### src/logic/quadrature_pulse_output_regs.svh
// timing and scaling constants of the encoder emulation output stage
`ifndef QUADRATURE_PULSE_OUTPUT_REGS_SVH
`define QUADRATURE_PULSE_OUTPUT_REGS_SVH

// core clock rate in hertz
`define QPO_CLK_HZ 40000000
// rated track A frequency in frequency-plus-sign mode, hertz
`define QPO_RATED_HZ 100000
// setpoint magnitude (top ten bits) that means full scale
`define QPO_FULL_SCALE 10'h100
// largest magnitude passed on, about 112 percent
`define QPO_MAG_MAX 10'h11f
// setpoint field taken from the 32-bit word
`define QPO_SP_MSB 31
`define QPO_SP_LSB 22
// level of the synchronised strap that keeps quadrature mode
`define QPO_STRAP_QUAD 1'b1
// edge ticks per second at full scale: two per track A period
`define QPO_TICK_HZ (2 * `QPO_RATED_HZ)
// phase modulus: clock cycles per tick times full-scale magnitude
`define QPO_PHASE_MOD ((`QPO_CLK_HZ / `QPO_TICK_HZ) * 256)
// reset values of the two track levels
`define QPO_RST_A 1'b0
`define QPO_RST_B 1'b0

`endif

### src/logic/quadrature_pulse_output_pkg.sv
// types shared by the encoder emulation output stage
`default_nettype none

package quadrature_pulse_output_pkg;

    // output format selected by the strap
    typedef enum logic {
        MODE_QUAD,
        MODE_FREQ_SIGN
    } mode_t;

    // setpoint word and its load strobe from the ring bus receiver
    typedef struct packed {
        logic [31:0] value;
        logic sync;
    } setpoint_t;

    // complementary driver pairs of the two tracks
    typedef struct packed {
        logic a_p;
        logic a_n;
        logic b_p;
        logic b_n;
    } enc_pins_t;

endpackage

`default_nettype wire

### src/logic/edge_rate_generator.sv
// modulo phase accumulator that emits edge ticks at a rate set by magnitude
`timescale 1ns/1ps
`default_nettype none
`include "quadrature_pulse_output_regs.svh"

module edge_rate_generator
(
    // clock and reset
    input wire logic core_clk,
    input wire logic rst,
    // rate request
    input wire logic [9:0] magnitude,
    // one-cycle tick per frequency-mode edge; every second tick is a quadrature edge
    output logic tick
);

    localparam logic [16:0] PHASE_MOD = 17'(`QPO_PHASE_MOD);

    logic [16:0] phase_ff;
    logic [16:0] nxt_phase;
    logic [17:0] sum;
    logic tick_ff;

    // -----------------------------------------------------------------
    // accumulator
    // -----------------------------------------------------------------
    // a modulus instead of a power of two keeps the rate exact at 40 MHz
    always_comb
    begin
        sum = {1'b0, phase_ff} + {8'h00, magnitude};
        if (sum >= {1'b0, PHASE_MOD})
        begin
            nxt_phase = 17'(sum - {1'b0, PHASE_MOD});
        end
        else
        begin
            nxt_phase = sum[16:0];
        end
    end

    // phase register
    always_ff @(posedge core_clk or posedge rst)
    begin
        if (rst)
        begin
            phase_ff <= 17'h00000;
        end
        else
        begin
            phase_ff <= nxt_phase;
        end
    end

    // tick when the accumulator wraps; zero magnitude never wraps
    always_ff @(posedge core_clk or posedge rst)
    begin
        if (rst)
        begin
            tick_ff <= 1'b0;
        end
        else
        begin
            tick_ff <= (sum >= {1'b0, PHASE_MOD});
        end
    end

    assign tick = tick_ff;

endmodule // edge_rate_generator
`default_nettype wire

### src/logic/quadrature_pulse_output.sv
// top of the encoder emulation output stage
`timescale 1ns/1ps
`default_nettype none
`include "quadrature_pulse_output_regs.svh"

// Summary of operation
// an open strap pin, pulled high, keeps the two-track quadrature mode.
// tying the strap pin to ground switches the output to frequency plus sign.
// each track leaves as a true signal and its inverse from flip-flops.
// in quadrature mode both tracks share one rate, B a quarter period off A.
// in quadrature mode each track stays high and low for equal times.
// A leads B for positive setpoints and B leads A for negative ones.
// in frequency mode track A runs four times faster, 100 kHz at full scale.
// in frequency mode track B is low for positive and high for negative.
// quadrature tracks run at 25 kHz at full scale, linear in magnitude.
// only the ten top setpoint bits count and 4000 0000 hex is full scale.
// a new setpoint is loaded on each sync strobe, keeping phase order.
// magnitudes beyond about 112 percent are clamped to the top rate.
module quadrature_pulse_output
(
    // clock and reset
    input wire logic core_clk,
    input wire logic rst,
    // setpoint from the ring bus receiver, same clock domain
    input wire quadrature_pulse_output_pkg::setpoint_t setpoint,
    // mode strap pin, pulled up outside the chip
    input wire logic mode_strap_input,
    // encoder driver pairs
    output quadrature_pulse_output_pkg::enc_pins_t enc_pins,
    // format currently in force
    output quadrature_pulse_output_pkg::mode_t mode
);

    // -----------------------------------------------------------------
    // helpers
    // -----------------------------------------------------------------
    // magnitude of the ten-bit signed field, clamped to the top rate
    function automatic logic [9:0] clamp_mag(input logic [9:0] field);
        logic [9:0] mag;
        begin
            mag = field[9] ? 10'(~field + 10'h001) : field;
            if (mag > `QPO_MAG_MAX)
            begin
                mag = `QPO_MAG_MAX;
            end
            return mag;
        end
    endfunction

    // -----------------------------------------------------------------
    // strap synchroniser
    // -----------------------------------------------------------------
    logic strap_meta_ff;
    logic strap_sync_ff;

    // the pin is asynchronous; pulled high (open) reads as quadrature
    always_ff @(posedge core_clk or posedge rst)
    begin
        if (rst)
        begin
            strap_meta_ff <= `QPO_STRAP_QUAD;
            strap_sync_ff <= `QPO_STRAP_QUAD;
        end
        else
        begin
            strap_meta_ff <= mode_strap_input;
            strap_sync_ff <= strap_meta_ff;
        end
    end

    quadrature_pulse_output_pkg::mode_t mode_ff;

    // format register follows the synchronised strap
    always_ff @(posedge core_clk or posedge rst)
    begin
        if (rst)
        begin
            mode_ff <= quadrature_pulse_output_pkg::MODE_QUAD;
        end
        else if (strap_sync_ff == `QPO_STRAP_QUAD)
        begin
            mode_ff <= quadrature_pulse_output_pkg::MODE_QUAD;
        end
        else
        begin
            mode_ff <= quadrature_pulse_output_pkg::MODE_FREQ_SIGN;
        end
    end

    // -----------------------------------------------------------------
    // setpoint capture
    // -----------------------------------------------------------------
    logic [9:0] mag_ff;
    logic negative_ff;

    // the rate changes only at a strobe, so a word in flight is never seen
    always_ff @(posedge core_clk or posedge rst)
    begin
        if (rst)
        begin
            mag_ff <= 10'h000;
            negative_ff <= 1'b0;
        end
        else if (setpoint.sync)
        begin
            mag_ff <= clamp_mag(
                setpoint.value[`QPO_SP_MSB:`QPO_SP_LSB]);
            negative_ff <= setpoint.value[`QPO_SP_MSB];
        end
    end

    // -----------------------------------------------------------------
    // edge rate generator
    // -----------------------------------------------------------------
    logic tick;

    edge_rate_generator u_rate
    (
        .core_clk (core_clk),
        .rst (rst),
        .magnitude (mag_ff),
        .tick (tick)
    );

    // -----------------------------------------------------------------
    // quadrature sequencer
    // -----------------------------------------------------------------
    logic half_ff;
    logic [1:0] quad_ff;
    logic [1:0] nxt_quad;

    // ticks come at twice the track A rate of frequency mode, so every
    // second tick is one quadrature edge: 100 kHz edges, 25 kHz tracks
    always_ff @(posedge core_clk or posedge rst)
    begin
        if (rst)
        begin
            half_ff <= 1'b0;
        end
        else if (tick)
        begin
            half_ff <= ~half_ff;
        end
    end

    // step forward for positive, backward for negative setpoints
    always_comb
    begin
        if (negative_ff)
        begin
            nxt_quad = 2'(quad_ff - 2'h1);
        end
        else
        begin
            nxt_quad = 2'(quad_ff + 2'h1);
        end
    end

    // sequence position; direction is read per step so a reversal keeps
    // the gray order and never makes a double edge
    always_ff @(posedge core_clk or posedge rst)
    begin
        if (rst)
        begin
            quad_ff <= 2'h0;
        end
        else if (tick && half_ff)
        begin
            quad_ff <= nxt_quad;
        end
    end

    // -----------------------------------------------------------------
    // frequency track
    // -----------------------------------------------------------------
    logic freq_a_ff;

    // toggling on every tick gives 100 kHz at full scale, 1:1 duty
    always_ff @(posedge core_clk or posedge rst)
    begin
        if (rst)
        begin
            freq_a_ff <= `QPO_RST_A;
        end
        else if (tick)
        begin
            freq_a_ff <= ~freq_a_ff;
        end
    end

    // -----------------------------------------------------------------
    // output formatter
    // -----------------------------------------------------------------
    logic nxt_a;
    logic nxt_b;

    // A = q1^q0, B = q1 walks 00,10,11,01: A rises a quarter before B
    always_comb
    begin
        case (mode_ff)
            quadrature_pulse_output_pkg::MODE_QUAD:
            begin
                nxt_a = quad_ff[1] ^ quad_ff[0];
                nxt_b = quad_ff[1];
            end
            quadrature_pulse_output_pkg::MODE_FREQ_SIGN:
            begin
                nxt_a = freq_a_ff;
                nxt_b = negative_ff;
            end
            default:
            begin
                nxt_a = `QPO_RST_A;
                nxt_b = `QPO_RST_B;
            end
        endcase
    end

    logic a_ff;
    logic b_ff;

    // track levels from flip-flops, glitch free at the line drivers
    always_ff @(posedge core_clk or posedge rst)
    begin
        if (rst)
        begin
            a_ff <= `QPO_RST_A;
            b_ff <= `QPO_RST_B;
        end
        else
        begin
            a_ff <= nxt_a;
            b_ff <= nxt_b;
        end
    end

    logic an_ff;
    logic bn_ff;

    // inverted copies kept in their own flops so both legs switch together
    always_ff @(posedge core_clk or posedge rst)
    begin
        if (rst)
        begin
            an_ff <= ~`QPO_RST_A;
            bn_ff <= ~`QPO_RST_B;
        end
        else
        begin
            an_ff <= ~nxt_a;
            bn_ff <= ~nxt_b;
        end
    end

    assign enc_pins.a_p = a_ff;
    assign enc_pins.a_n = an_ff;
    assign enc_pins.b_p = b_ff;
    assign enc_pins.b_n = bn_ff;
    assign mode = mode_ff;

endmodule // quadrature_pulse_output
`default_nettype wire

### config.mk
export PLATFORM = sky130hd
export DESIGN_NAME = quadrature_pulse_output
export DESIGN_NICKNAME = d
export VERILOG_FILES = /design/src/logic/quadrature_pulse_output_pkg.sv /design/src/logic/edge_rate_generator.sv /design/src/logic/quadrature_pulse_output.sv
export VERILOG_INCLUDE_DIRS = /design/src /design/src/logic
export SDC_FILE = /design/constraint.sdc
export NUM_CORES = 1
export LEC_CHECK = 0
export ABC_CLOCK_PERIOD_IN_PS = 4900
export BUFFER_PORTS_ARGS = -buffer_cell sky130_fd_sc_hd__buf_2
export CORE_ASPECT_RATIO = 1.5
export CORE_MARGIN = 2
export CORE_UTILIZATION = 55
export DETAILED_ROUTE_END_ITERATION = 16
export PLACE_DENSITY = 0.79
export SLEW_MARGIN = 20
export SYNTH_ARGS = -nofsm -noshare
export SYNTH_HDL_FRONTEND = slang
export SYNTH_SLANG_ARGS = --single-unit
### constraint.sdc
create_clock -name core_clk -period 4.9 [get_ports core_clk]
set_clock_uncertainty 0.15 [all_clocks]
set_input_delay 0.49 -clock core_clk [delete_from_list [all_inputs] [get_ports core_clk]]
set_output_delay 0.49 -clock core_clk [all_outputs]
set_load 0.02 [all_outputs]
* After elaboration in Yosys (flattened, before gate mapping)
Index checks and enable logic that the tools add are counted.
Storage, ports and cells: logic and storage cells 36, output and inout bits 5, bits in registers 40, input bits 36
Operators by class: bitwise operators 7, mux-type cells 7, order comparisons 2, reduce and logical (&&, ||, !) cells 1, add/sub/neg operators 5
Operators by type and width (number):
- two-way mux 10 bit | 2
- adder 17 x 10 -> 18 bit | 1
- >= comparator 18 x 16 -> 1 bit (second input constant) | 1
- two-way mux 17 bit | 1
- subtractor 17 x 16 -> 17 bit (second input constant) | 1
- adder 10 x 1 -> 10 bit (second input constant) | 1
- greater-than comparator 10 x 9 -> 1 bit (second input constant) | 1
- NOT 10 bit | 1
- NOT 1 bit | 5
- case mux 1 bit (2 select lines) | 2
- adder 2 x 1 -> 2 bit (second input constant) | 1
- two-way mux 2 bit | 1
- subtractor 2 x 1 -> 2 bit (second input constant) | 1
- logical AND 1 bit | 1
- two-way mux 1 bit | 1
- bitwise XOR 1 bit | 1

* Depth between registers and ports, before layout
Gate-level depths: netlist of the first run.
word-level depth 5, depth in mapped cells 13, gate-level depth less buffers 13

* Hierarchy
A second synthesis of the first run with hierarchy kept.
Unflattened totals: cells, all modules 243, area total of the unflattened synthesis 2438.6 µm²
By module, submodules not included:
- edge_rate_generator | instances 1, sequential area each 450.4 µm², area each 1315.0 µm², cells an instance 141
- quadrature_pulse_output | instances 1, sequential area each 555.5 µm², area each 1123.6 µm², cells an instance 102

* Worst setup path after synthesis of the first run
Ideal clock, no wire load.
path type flip-flop to flip-flop, start register mag_ff[0], end register u_rate.phase_ff[15], buffers on the path 0, data arrival time 2.655 ns, period minus slack after synthesis 2.892 ns, path slack 2.008 ns, data required time 4.663 ns, stages on the path, launching flop included 14, library setup time 0.087 ns, path through dfrtp_1 ha_1 inv_1 fa_1 nor2b_1 o211ai_1 a211o_1 a211oi_2 nor2_1 ha_1 inv_1 o221a_2 nand4_1 o211ai_1
Between the ends: longest elaborated chain between the ends 3, elaborated cells between the ends (all ways) 4, classes of those cells 2 x add/sub; 1 x order compare; 1 x mux
Ends and longest elaborated chain:
- from (decl) | RTL line quadrature_pulse_output.sv:93 | logic [9:0] mag_ff;
- from (signal assigned) | RTL line quadrature_pulse_output.sv:106 | mag_ff <= clamp_mag(
- adder 17 x 10 -> 18 bit (*) | RTL line edge_rate_generator.sv:30 | sum = {1'b0, phase_ff} + {8'h00, magnitude};
- subtractor 17 x 16 -> 17 bit / >= comparator 18 x 16 -> 1 bit (equally long branches) | RTL line edge_rate_generator.sv:33, edge_rate_generator.sv:31
- two-way mux 17 bit (*) | RTL line edge_rate_generator.sv:31 | if (sum >= {1'b0, PHASE_MOD})
- via u_rate.nxt_phase[15] | RTL line edge_rate_generator.sv:20 | logic [16:0] nxt_phase;
- to (signal assigned) | RTL line edge_rate_generator.sv:50 | phase_ff <= nxt_phase;
- to (decl) | RTL line edge_rate_generator.sv:19 | logic [16:0] phase_ff;
Mark *: on every way through the listed nets, which the timed path passes. The rest lies on a longest branch. A chain may end at the register's enable or synchronous reset.

* Worst setup path in the final report of the first run
Ends and elaborated chain as after synthesis.

==> results of run 1 <==
synthesized netlist by cell type (2+ instances only):
cell type,count,share of area [%]
sky130_fd_sc_hd__and3_1,6,1.6
sky130_fd_sc_hd__buf_4,5,1.6
sky130_fd_sc_hd__clkbuf_1,2,0.31
sky130_fd_sc_hd__o22ai_1,4,1.0
sky130_fd_sc_hd__nand3_1,5,1.0
sky130_fd_sc_hd__nor2_1,23,3.6
sky130_fd_sc_hd__xor2_1,9,3.3
sky130_fd_sc_hd__a21o_1,4,1.3
sky130_fd_sc_hd__nand2b_1,4,1.0
sky130_fd_sc_hd__mux2i_1,5,2.1
sky130_fd_sc_hd__a211oi_1,2,0.63
sky130_fd_sc_hd__a21oi_1,15,3.1
sky130_fd_sc_hd__inv_1,19,3.0
sky130_fd_sc_hd__a31oi_1,3,0.79
sky130_fd_sc_hd__dfstp_2,4,4.4
sky130_fd_sc_hd__o41ai_1,2,0.73
sky130_fd_sc_hd__a2111o_1,2,0.94
sky130_fd_sc_hd__o21ai_0,9,1.9
sky130_fd_sc_hd__nor2b_1,3,0.79
sky130_fd_sc_hd__dfrtp_1,36,38
sky130_fd_sc_hd__xnor2_1,14,5.1
sky130_fd_sc_hd__ha_1,12,6.3
sky130_fd_sc_hd__a211oi_2,2,1.0
sky130_fd_sc_hd__o211ai_1,5,1.6
sky130_fd_sc_hd__o21a_1,6,1.9
sky130_fd_sc_hd__nand2_1,16,2.5
sky130_fd_sc_hd__o31ai_1,2,0.63
worst paths after layout:
path / to / cells after the start / from
worst max-delay path: u_rate.phase_ff[15]$_DFF_PP0_ / 13 / mag_ff[0]$_DFFE_PP0P_
worst min-delay path: strap_meta_ff$_DFF_PP1_ / 1 / mode_strap_input
worst max register to register: u_rate.phase_ff[15]$_DFF_PP0_ / 13 / mag_ff[0]$_DFFE_PP0P_
worst min register to register: strap_sync_ff$_DFF_PP1_ / 0 / strap_meta_ff$_DFF_PP1_
max in group asynchronous: an_ff$_DFF_PP1_ / 3 / rst
min in group asynchronous: mag_ff[8]$_DFFE_PP0P_ / 3 / rst
cell type report:
type | instances | area [sq um]
Inverter | 19 | 71.3
Timing Repair Buffer | 19 | 97.6
Clock buffer | 5 | 68.8
Fill cell | 349 | 1600
Sequential cell | 40 | 1010
Multi-Input combinational cell | 177 | 1260
Tap cell | 46 | 57.6
Clock inverter | 3 | 46.3
logic make-up after synthesis:
| family | synth area share (%) |
|---|---|
| compound gates | 21.0 |
| simple gates | 13.7 |
| flops | 42.1 |
| buf+inv | 5.08 |
| xor+xnor | 8.43 |
| fa+ha+maj | 7.12 |
| mux | 2.56 |
power by group:
part           internal (mW)  switching (mW)
clock                  0.153           0.118
combinational          0.305           0.417
sequential             0.438          0.0548
total                  0.896           0.590
sequential cells by signal (all words and copies together), names as in the netlist:
name,count
u_rate.tick,1
quad_ff,2
strap_meta_ff,1
b_ff,1
freq_a_ff,1
mag_ff,10
strap_sync_ff,1
bn_ff,1
negative_ff,1
an_ff,1
a_ff,1
u_rate.phase_ff,17
half_ff,1
mode,1
layer usage:
layer  GRT usage (%)  up-vias
li1                -      901
met1            22.8      886
met2            36.8       26
met3            3.70        9
met4            9.94        0
met5               0        -
worst max-delay path: stages (launching register included):
cell and delay [ns]:
sky130_fd_sc_hd__dfrtp_1 0.36, sky130_fd_sc_hd__ha_1 0.23, sky130_fd_sc_hd__inv_1 0.07, sky130_fd_sc_hd__fa_1 0.40
sky130_fd_sc_hd__nor2b_1 0.22, sky130_fd_sc_hd__o211ai_1 0.19, sky130_fd_sc_hd__a31oi_1 0.36, sky130_fd_sc_hd__a21oi_1 0.19
sky130_fd_sc_hd__nor2_1 0.23, sky130_fd_sc_hd__ha_1 0.23, sky130_fd_sc_hd__inv_1 0.07, sky130_fd_sc_hd__o221a_2 0.30
sky130_fd_sc_hd__nand4_1 0.09, sky130_fd_sc_hd__o211ai_1 0.09
==> reports/results.md, run 1 <==
| Result | Reported | Unit |
|---|---|---|
| Detailed placement HPWL | 3370 | um |
| Worst-case headroom to the max-slew limit | 60.1 | % |
| Highest metal layer with signal wires | met4 | - |
| Measured slew at the worst slew-check pin | 0.594 | ns |
| Critical path type | register to register | - |
| Worst slack at placement | 1.66 | ns |
| Final Max Tran Viols | 0 | - |
| Post-CTS sizing | 0 | - |
| Async S/R FF share, synth | 100 | % |
| Commonest non-fill, non-tap cells in the layout | 36 x sky130_fd_sc_hd__dfrtp_1, 23 x sky130_fd_sc_hd__nor2_1, 19 x sky130_fd_sc_hd__inv_1 | - |
| Area overhead of the layout relative to synthesis | 9.21 | % |
| Lkg Pwr | 1.18 | nW |
| First-pass GRT wire length | 7790 | um |
| Count of mapped cells out of synthesis | 244 | - |
| Placed inst area | 2500 | sq um |
| Vias in the first global route | 1,838 | - |
| Row cnt | 29 | - |
| Horizontal extent of the die | 57.8 | um |
| Routed length on met3 | 74 | um |
| Hold crit path type | input port to register | - |
| Clock tree from TritonCTS | built | - |
| Final design instance area without fill | 2610 | sq um |
| Maximum count of clock buffers along a single path | 2 | - |
| Core Util, Final | 62.0 | % |
| Pin count of the biggest net entering global routing | 41 | - |
| Arrival time of data at the critical path endpoint | 3.32 | ns |
| Warnings, synthesis | 0 | - |
| Number of register bits inferred by synthesis | 40 | - |
| Capturing element type of the critical path | register | - |
| Number of top-level pins | 41 | - |
| DR WL/cell | 14.5 | um |
| Vias after detailed routing | 1,822 | - |
| Count of nets after finishing | 311 | - |
| GPL Wtd Cong | 0.827 | - |
| Detail Route met2 WL | 2470 | um |
| Total power draw | 1.49 | mW |
| Worst-case setup margin in the final layout | 1.59 | ns |
| 1st-iter DRT viols | 36 | - |
| Number of antenna violations at the first check in global routing | 0 | - |
| Total DRC errors in the routed layout | 0 | - |
| Detailed Route WL | 4470 | um |
| Fmax achieved | 302 | MHz |
| Placed instance count | 301 | - |
| Syn_area_per_cell | 9.80 | sq um |
| Total of buffers placed on input and output ports | 18 | - |
| H-Tree Depth | 2 | - |
| Clock buffer count from CTS | 5 | - |
| CTS Hold Buffers Added | 0 | - |
| Max-cap violations | 0 | - |
| Worst Path Max Fanout | 4 | - |
| Run status | finished clean | - |
| Share of layout cells above drive strength 1 | 16.0 | % |
| Required time worst endpoint | 4.91 | ns |
| Final hold violation count | 0 | - |
| Seq/Total Area, Yosys | 42.1 | % |
| Worst R2R Setup Slack | 1.59 | ns |
| Area of the die | 4900 | sq um |
| Hold slack final | 0.139 | ns |
| Min Tclk post-route | 3.31 | ns |
| Core region area | 4210 | sq um |
| Cell Area, Synth | 2390 | sq um |
| Synth cell types | 52 | - |
| Fraction of the cycle the final worst path needs | 67.5 | % |
| Mapped Nets | 293 | - |
| Worst skew pair latency | 0.29 | ns |
| Non-filler instance count after layout | 309 | - |
| Average vias per placed instance | 5.90 | - |
| Maximum vdd ir drop | 395 | uV |
| Power density of the placed cells | 569 | nW/um^2 |
| GRT Overall Usage | 20.6 | % |
| Kind of start point of the critical path | register | - |
| Met1 wire length | 1820 | um |
| Most common cell after layout, fill and taps aside | sky130_fd_sc_hd__dfrtp_1 | - |
| Post-route setup TNS | 0 | ns |
| Final antenna-violating net count | 0 | - |
| Number of inserted diodes | 0 | - |
| Count of flip-flops with a built-in enable after synthesis | 0 | - |
| Unrepaired setup endpoints after global routing | false | - |
| Detailed-routing iteration count for the pre-antenna-repair pass | 4 | - |
| Clock root buffer master | sky130_fd_sc_hd__clkbuf_8 | - |
| Post-CTS Repair Setup Buffers | 0 | - |
| Overflow after GRT | 0 | - |
| Die extent in y | 84.8 | um |
| Clock-pin transition on the worst setup and hold timing paths | 0.08 | ns |
| Starting density of the core | 56.8 | % |
| Number of sinks on the clock net | 40 | - |
| Number of setup violations in the final report | 0 | - |
| Synth Flop Type | sky130_fd_sc_hd__dfrtp_1 | - |
No activity file was read; power rests on OpenSTA's default activity.
==> run 2, diff against run 1 <==
ABC_CLOCK_PERIOD_IN_PS = 3150   (was 4900)
clock period = 3.15 ns   (was 4.9 ns; I/O delays follow)
==> reports/results.md, run 2 (synthesized netlist as in run 1, its figures left out) <==
| Result | Reported | Unit | Change |
|---|---|---|---|
| Run status | finished clean | - |  |
| Reg-to-reg critical path endpoint | u_rate.phase_ff[15]$_DFF_PP0_ | - |  |
| Register with the highest flop count | u_rate.phase_ff | - |  |
| First-pass GRT wire length | 7890 | um | +1.3% |
| 1st-iter DRT viols | 86 | - | +140% |
| Vias after detailed routing | 1,894 | - | +4.0% |
| Number of setup violations in the final report | 0 | - | unchanged |
| Total DRC errors in the routed layout | 0 | - | unchanged |
| Pin count of the biggest net entering global routing | 23 | - | -44% |
| Final antenna-violating net count | 0 | - | unchanged |
| Placed inst area | 2540 | sq um | +1.8% |
| Hold crit path type | input port to asynchronous set/reset pin | - |  |
| Total power draw | 2.43 | mW | +63% |
| Lkg Pwr | 1.23 | nW | +3.8% |
| Largest register FFs | 17 | - | unchanged |
| Clock-pin transition on the worst setup and hold timing paths | 0.08 | ns | about the same |
| Detailed placement HPWL | 3530 | um | +4.6% |
| Capturing element type of the critical path | register | - |  |
| Vias in the first global route | 1,874 | - | +2.0% |
| DR WL/cell | 14.8 | um | +2.6% |
| Clock tree from TritonCTS | built | - |  |
| Maximum vdd ir drop | 587 | uV | +49% |
| Placed instance count | 307 | - | +2.0% |
| Commonest non-fill, non-tap cells in the layout | 36 x sky130_fd_sc_hd__dfrtp_1, 23 x sky130_fd_sc_hd__nor2_1, 19 x sky130_fd_sc_hd__inv_1 | - |  |
| Overflow after GRT | 0 | - | unchanged |
| Number of antenna violations at the first check in global routing | 0 | - | unchanged |
| Worst R2R Setup Slack | 0.17 | ns | -1.42 ns |
| Critical path type | register to register | - |  |
| Average vias per placed instance | 5.96 | - | +1.0% |
| Max-cap violations | 0 | - | unchanged |
| Worst-case setup margin in the final layout | 0.173 | ns | -1.42 ns |
| Delay of the slowest critical-path stage | 0.36 | ns | -0.04 ns |
| Fmax achieved | 336 | MHz | +11% |
| Core region area | 4210 | sq um | unchanged |
| Final hold violation count | 0 | - | unchanged |
| Number of inserted diodes | 0 | - | unchanged |
| GRT Overall Usage | 20.9 | % | +0.28 points |
| Required time worst endpoint | 3.21 | ns | -1.70 ns |
| Clock root buffer master | sky130_fd_sc_hd__clkbuf_8 | - |  |
| Arrival time of data at the critical path endpoint | 3.04 | ns | -0.28 ns |
| Number of sinks on the clock net | 40 | - | unchanged |
| Share of layout cells above drive strength 1 | 20.2 | % | +4.3 points |
| Count of nets after finishing | 320 | - | +2.9% |
| Post-route setup TNS | 0 | ns | unchanged |
| Detailed-routing iteration count for the pre-antenna-repair pass | 4 | - | unchanged |
| Worst slack at placement | 0.115 | ns | -1.55 ns |
| Fraction of the cycle the final worst path needs | 94.5 | % | +27 points |
| GPL Wtd Cong | 0.832 | - | +0.60% |
| Number of top-level pins | 41 | - | unchanged |
| Area of the die | 4900 | sq um | unchanged |
| Clock buffer count from CTS | 5 | - | unchanged |
| Detailed Route WL | 4720 | um | +5.6% |
| Kind of start point of the critical path | register | - |  |
| Row cnt | 29 | - | unchanged |
| Starting density of the core | 56.8 | % | unchanged |
| Startpoint of the most critical register-to-register path | mag_ff[0]$_DFFE_PP0P_ | - |  |
| Worst skew pair latency | 0.29 | ns | about the same |
| H-Tree Depth | 2 | - | unchanged |
| FILL cells | 351 | - | +0.57% |
| Final design instance area without fill | 2710 | sq um | +3.6% |
| Area overhead of the layout relative to synthesis | 13.2 | % |  |
| Min Tclk post-route | 2.98 | ns | -0.332 ns |
| Top flop regs | u_rate.phase_ff x17, mag_ff x10, quad_ff x2 | - |  |
| Worst Path Max Fanout | 4 | - | unchanged |
| Power density of the placed cells | 898 | nW/um^2 | +58% |
| R2R depth | 13 | - | unchanged |
| Measured slew at the worst slew-check pin | 0.833 | ns | +0.239 ns |
| Cell at the slowest stage of the critical path | sky130_fd_sc_hd__dfrtp_1 | - |  |
| Crit-path cells | ha_2 > inv_1 > fa_2 > nor2b_2 > o211ai_1 > a211o_1 > a211oi_2 > nor2_1 > ha_1 > inv_1 > o221a_2 > nand4_1 > o211ai_1 | - |  |
| Most common cell after layout, fill and taps aside | sky130_fd_sc_hd__dfrtp_1 | - |  |
| Maximum count of clock buffers along a single path | 2 | - | unchanged |
| Worst-case headroom to the max-slew limit | 44.4 | % | -16 points |
| Non-filler instance count after layout | 318 | - | +2.9% |
| Final Max Tran Viols | 0 | - | unchanged |
| Total of buffers placed on input and output ports | 18 | - | unchanged |
| Horizontal extent of the die | 57.8 | um | unchanged |
| Die extent in y | 84.8 | um | unchanged |
-- run 2: cell count changes in the layout (fill, tap and decap cells not counted), sizes merged --
cell,before,now
buf,19,27
dlygate4sd3,0,1
-- run 2: layout make-up --
class                   count  area (sq um)  share of cell area [%]
inverters                  19          71.3                    2.64
well taps                  46          57.6                    2.13
multi-input cells         177          1290                    47.6
clock buffers               5          68.8                    2.54
clock inverters             3          46.3                    1.71
flip-flops and latches     40          1010                    37.2
repair buffers             28           168                    6.20
-- run 2: how the worst max path moves through the flow --
stage          slack, ns                  start  cells past startpoint                             to
6_report            0.17  mag_ff[0]$_DFFE_PP0P_                     13  u_rate.phase_ff[15]$_DFF_PP0_
5_1_grt           -0.005  mag_ff[0]$_DFFE_PP0P_                     13  u_rate.phase_ff[15]$_DFF_PP0_
4_1_cts             0.09  mag_ff[0]$_DFFE_PP0P_                     13  u_rate.phase_ff[15]$_DFF_PP0_
3_5_place_dp        0.12  mag_ff[0]$_DFFE_PP0P_                     13  u_rate.phase_ff[15]$_DFF_PP0_
3_3_place_gp        0.14  mag_ff[0]$_DFFE_PP0P_                     13  u_rate.phase_ff[15]$_DFF_PP0_
2_1_floorplan       0.26  mag_ff[0]$_DFFE_PP0P_                     13  u_rate.phase_ff[15]$_DFF_PP0_
-- run 2: report_power, final --
group	switching (mW)	leakage, nW	internal (mW)
combinational	0.684	0.703	0.552
clock	0.189	0.0548	0.239
sequential	0.0862	0.472	0.681
-- run 2: per-stage QoR --
step | hold WS [ns] | utilization, %
final | 0.0212 | 64.3
after global routing | 0.0844 | 64.3
after CTS | 0.0472 | 63.3
after detailed placement | 0.201 | 60.4
after global placement | 0.196 | 60.4
after floorplan | 0.169 | -
-- run 2: worst max-delay path, delay by kind of cell (launching register included) --
| kind | cells | cell delay, ns |
|---|---|---|
| fa+ha+maj | 3 | 0.77 |
| flops | 1 | 0.36 |
| buf+inv | 2 | 0.14 |
| compound gates | 5 | 1.14 |
| simple gates | 3 | 0.32 |
-- run 2: metal layers --
layer | GRT usage, % | vias to the layer above | wire length (um)
li1 | - | 924 | -
met1 | 22.6 | 921 | 1870
met2 | 37.4 | 33 | 2580
met3 | 4.16 | 16 | 115
met4 | 10.4 | 0 | 151
met5 | 0 | - | 0
-- run 2: repair_timing --
item / 4_1_cts / 5_1_grt
hold endpoints to repair: 1 / 0
setup buffers: 0 / 2
endpoints found under the setup margin: 0 / 7
resized for setup: 0 / 6
hold buffers: 1 / 0
==> run 3, diff against run 2 <==
--- a/config.mk
+++ b/config.mk
@@ -10,3 +10,3 @@
 export BUFFER_PORTS_ARGS = -buffer_cell sky130_fd_sc_hd__buf_2
-export CORE_ASPECT_RATIO = 1.5
+export CORE_ASPECT_RATIO = 1.25
 export CORE_MARGIN = 2
--- a/constraint.sdc
+++ b/constraint.sdc
@@ -4,2 +4,2 @@
 set_output_delay 0.315 -clock core_clk [all_outputs]
-set_load 0.02 [all_outputs]
+set_load 0.1 [all_outputs]
==> reports/results.md, run 3 (synthesized netlist as in run 1, its figures left out) <==
| Result | Reported | Unit | Change |
|---|---|---|---|
| Count of nets after finishing | 321 | - | +0.31% |
| Largest register FFs | 17 | - | unchanged |
| Worst-case setup margin in the final layout | 0.163 | ns | -0.00962 ns |
| Part of the total power dissipated in combinational logic | 54.4 | % | +3.5 points |
| Arrival time of data at the critical path endpoint | 3.01 | ns | -0.03 ns |
| Number of antenna violations at the first check in global routing | 0 | - | unchanged |
| Overflow after GRT | 0 | - | unchanged |
| Fraction of the cycle the final worst path needs | 94.8 | % | +0.31 points |
| Total DRC errors in the routed layout | 0 | - | unchanged |
| H-Tree Depth | 2 | - | unchanged |
| Core Util, Final | 66.4 | % | +2.1 points |
| Commonest non-fill, non-tap cells in the layout | 36 x sky130_fd_sc_hd__dfrtp_1, 23 x sky130_fd_sc_hd__nor2_1, 18 x sky130_fd_sc_hd__inv_1, 18 x sky130_fd_sc_hd__buf_2, 16 x sky130_fd_sc_hd__nand2_1 | - |  |
| Critical path destination | u_rate.phase_ff[15]$_DFF_PP0_ | - |  |
| Clock tree from TritonCTS | built | - |  |
| Worst R2R Setup Slack | 0.16 | ns | about the same |
| Internal Pwr Total | 1.50 | mW | +1.6% |
| Register with the highest flop count | u_rate.phase_ff | - |  |
| R2R depth | 11 | - | -2 |
| Pin count of the biggest net entering global routing | 41 | - | +78% |
| Final antenna-violating net count | 0 | - | unchanged |
| Area overhead of the layout relative to synthesis | 14.8 | % |  |
| Top flop regs | u_rate.phase_ff x17, mag_ff x10, quad_ff x2 | - |  |
| Non-filler instance count after layout | 329 | - | +3.5% |
| Clock root buffer master | sky130_fd_sc_hd__clkbuf_8 | - |  |
| Clock-pin transition on the worst setup and hold timing paths | 0.08 | ns | about the same |
| Total of buffers placed on input and output ports | 18 | - | unchanged |
| Critical path type | register to register | - |  |
| Switching part of the total | 42.3 | % | +2.8 points |
| Row cnt | 26 | - | -10% |
| Number of sinks on the clock net | 40 | - | unchanged |
| GRT Overall Usage | 20.6 | % | -0.30 points |
| Most common cell after layout, fill and taps aside | sky130_fd_sc_hd__dfrtp_1 | - |  |
| DR WL/cell | 14.5 | um | -2.4% |
| Worst-case headroom to the max-slew limit | 58.8 | % | +14 points |
| Detailed-routing iteration count for the pre-antenna-repair pass | 4 | - | unchanged |
| Hold slack final | 0.166 | ns | +0.145 ns |
| Power density of the placed cells | 944 | nW/um^2 | +5.1% |
| Vias after detailed routing | 1,905 | - | +0.58% |
| Starting density of the core | 57.9 | % | +1.1 points |
| Placed inst area | 2550 | sq um | +0.20% |
| Fmax achieved | 335 | MHz | -0.32% |
| Final design instance area without fill | 2740 | sq um | +1.4% |
| Vias in the first global route | 1,824 | - | -2.7% |
| Crit path launch | mag_ff[1]$_DFFE_PP0P_ | - |  |
| Lkg Pwr | 1.23 | nW | about the same |
| Detailed Route WL | 4770 | um | +0.97% |
| Required time worst endpoint | 3.17 | ns | -0.04 ns |
| Kind of start point of the critical path | register | - |  |
| Capturing element type of the critical path | register | - |  |
| Die extent in y | 77.7 | um | -8.3% |
| First-pass GRT wire length | 8020 | um | +1.7% |
| Hold crit path type | input port to register | - |  |
| Share of layout cells above drive strength 1 | 20.5 | % | +0.29 points |
| Startpoint of the most critical register-to-register path | mag_ff[1]$_DFFE_PP0P_ | - |  |
| Post-route setup TNS | 0 | ns | unchanged |
| Measured slew at the worst slew-check pin | 0.614 | ns | -0.219 ns |
| Register share of total power | 29.5 | % | -2.1 points |
| GPL Wtd Cong | 0.828 | - | -0.47% |
| Worst slack at placement | 0.0804 | ns | -0.0351 ns |
| Reg-to-reg critical path endpoint | u_rate.phase_ff[15]$_DFF_PP0_ | - |  |
| Worst Path Max Fanout | 3 | - | -1 |
| Power share of the clock group | 16.1 | % | -1.5 points |
| NetSw | 1.09 | mW | +14% |
| Maximum count of clock buffers along a single path | 2 | - | unchanged |
| Number of top-level pins | 41 | - | unchanged |
| Unrepaired setup endpoints after global routing | false | - |  |
| Final Max Tran Viols | 0 | - | unchanged |
| Total power draw | 2.59 | mW | +6.6% |
| Area of the die | 4890 | sq um | -0.16% |
| Number of cells on the worst hold path | 3 | - |  |
| Min Tclk post-route | 2.99 | ns | +0.00962 ns |
| Placed instance count | 316 | - | +2.9% |
| Clock buffer count from CTS | 5 | - | unchanged |
| Max-cap violations | 0 | - | unchanged |
| Worst skew pair latency | 0.29 | ns | about the same |
| Number of inserted diodes | 0 | - | unchanged |
| Horizontal extent of the die | 63.0 | um | +8.9% |
| Final hold violation count | 0 | - | unchanged |
| Maximum vdd ir drop | 527 | uV | -10% |
| Average vias per placed instance | 5.79 | - | -2.8% |
| Detailed placement HPWL | 3410 | um | -3.4% |
| Core region area | 4130 | sq um | -1.8% |
| Number of setup violations in the final report | 0 | - | unchanged |
| 1st-iter DRT viols | 134 | - | +56% |
| Run status | finished clean | - |  |
[run 3: changes by cell type in the layout (fill, tap and decap cells not counted)]
| cell | before | now |
|---|---|---|
| sky130_fd_sc_hd__inv_6 | 1 | 0 |
| sky130_fd_sc_hd__clkinv_2 | 0 | 1 |
| sky130_fd_sc_hd__inv_2 | 0 | 1 |
| sky130_fd_sc_hd__inv_1 | 19 | 18 |
| sky130_fd_sc_hd__a211oi_2 | 2 | 1 |
| sky130_fd_sc_hd__o32ai_2 | 1 | 0 |
| sky130_fd_sc_hd__o32ai_4 | 0 | 1 |
| sky130_fd_sc_hd__dlygate4sd3_1 | 1 | 2 |
| sky130_fd_sc_hd__a211oi_4 | 0 | 1 |
[run 3: final cells by class]
type	instances	area [sq um]
clock inverters	3	42.5
repair buffers	29	178
fillers	322	1390
inverters	19	71.3
multi-input cells	177	1310
well taps	56	70.1
flip-flops and latches	40	1010
clock buffers	5	68.8
[run 3: worst max-delay path: stages, from the launching register on]
cell	delay, ns
sky130_fd_sc_hd__dfrtp_1	0.41
sky130_fd_sc_hd__ha_1	0.36
sky130_fd_sc_hd__a211oi_4	0.33
sky130_fd_sc_hd__o211ai_1	0.17
sky130_fd_sc_hd__a32o_1	0.28
sky130_fd_sc_hd__or3_4	0.36
sky130_fd_sc_hd__inv_2	0.08
sky130_fd_sc_hd__ha_1	0.19
sky130_fd_sc_hd__inv_1	0.07
sky130_fd_sc_hd__o221a_2	0.29
sky130_fd_sc_hd__nand4_1	0.09
sky130_fd_sc_hd__o211ai_1	0.09
[run 3: worst min path at each step]
| stage | slack, ns | start | endpoint |
|---|---|---|---|
| 2_1_floorplan | 0.17 | mode_strap_input | strap_meta_ff$_DFF_PP1_ |
| 3_3_place_gp | 0.20 | strap_meta_ff$_DFF_PP1_ | strap_sync_ff$_DFF_PP1_ |
| 3_5_place_dp | 0.20 | strap_meta_ff$_DFF_PP1_ | strap_sync_ff$_DFF_PP1_ |
| 4_1_cts | 0.16 | setpoint[23] | mag_ff[0]$_DFFE_PP0P_ |
| 5_1_grt | 0.19 | setpoint[23] | mag_ff[0]$_DFFE_PP0P_ |
| 6_report | 0.17 | setpoint[23] | mag_ff[0]$_DFFE_PP0P_ |
[run 3: timing repair]
item                                    4_1_cts  5_1_grt
endpoints found under the setup margin        0        5
hold buffers                                  2        0
endpoints found under the hold margin        34        0
setup buffers                                 0        3
gates resized for setup                       0        9
[run 3: power by group through the flow]
stage	clock, mW	combinational, mW	sequential, mW
final	0.417	1.41	0.765
after global routing	0.450	1.55	0.783
after CTS	0.427	1.29	0.765
after detailed placement	0	1.27	0.776
after global placement	0	1.24	0.769
after floorplan	0	1.05	0.759
[run 3: per-layer routing]
layer | vias to the layer above | share of wire (%) | global-route usage, %
met4 | 0 | 2.1 | 7.78
met3 | 12 | 3.8 | 4.64
li1 | 930 | - | -
met2 | 47 | 50 | 35.3
met5 | - | 0 | 0
met1 | 916 | 44 | 25.0
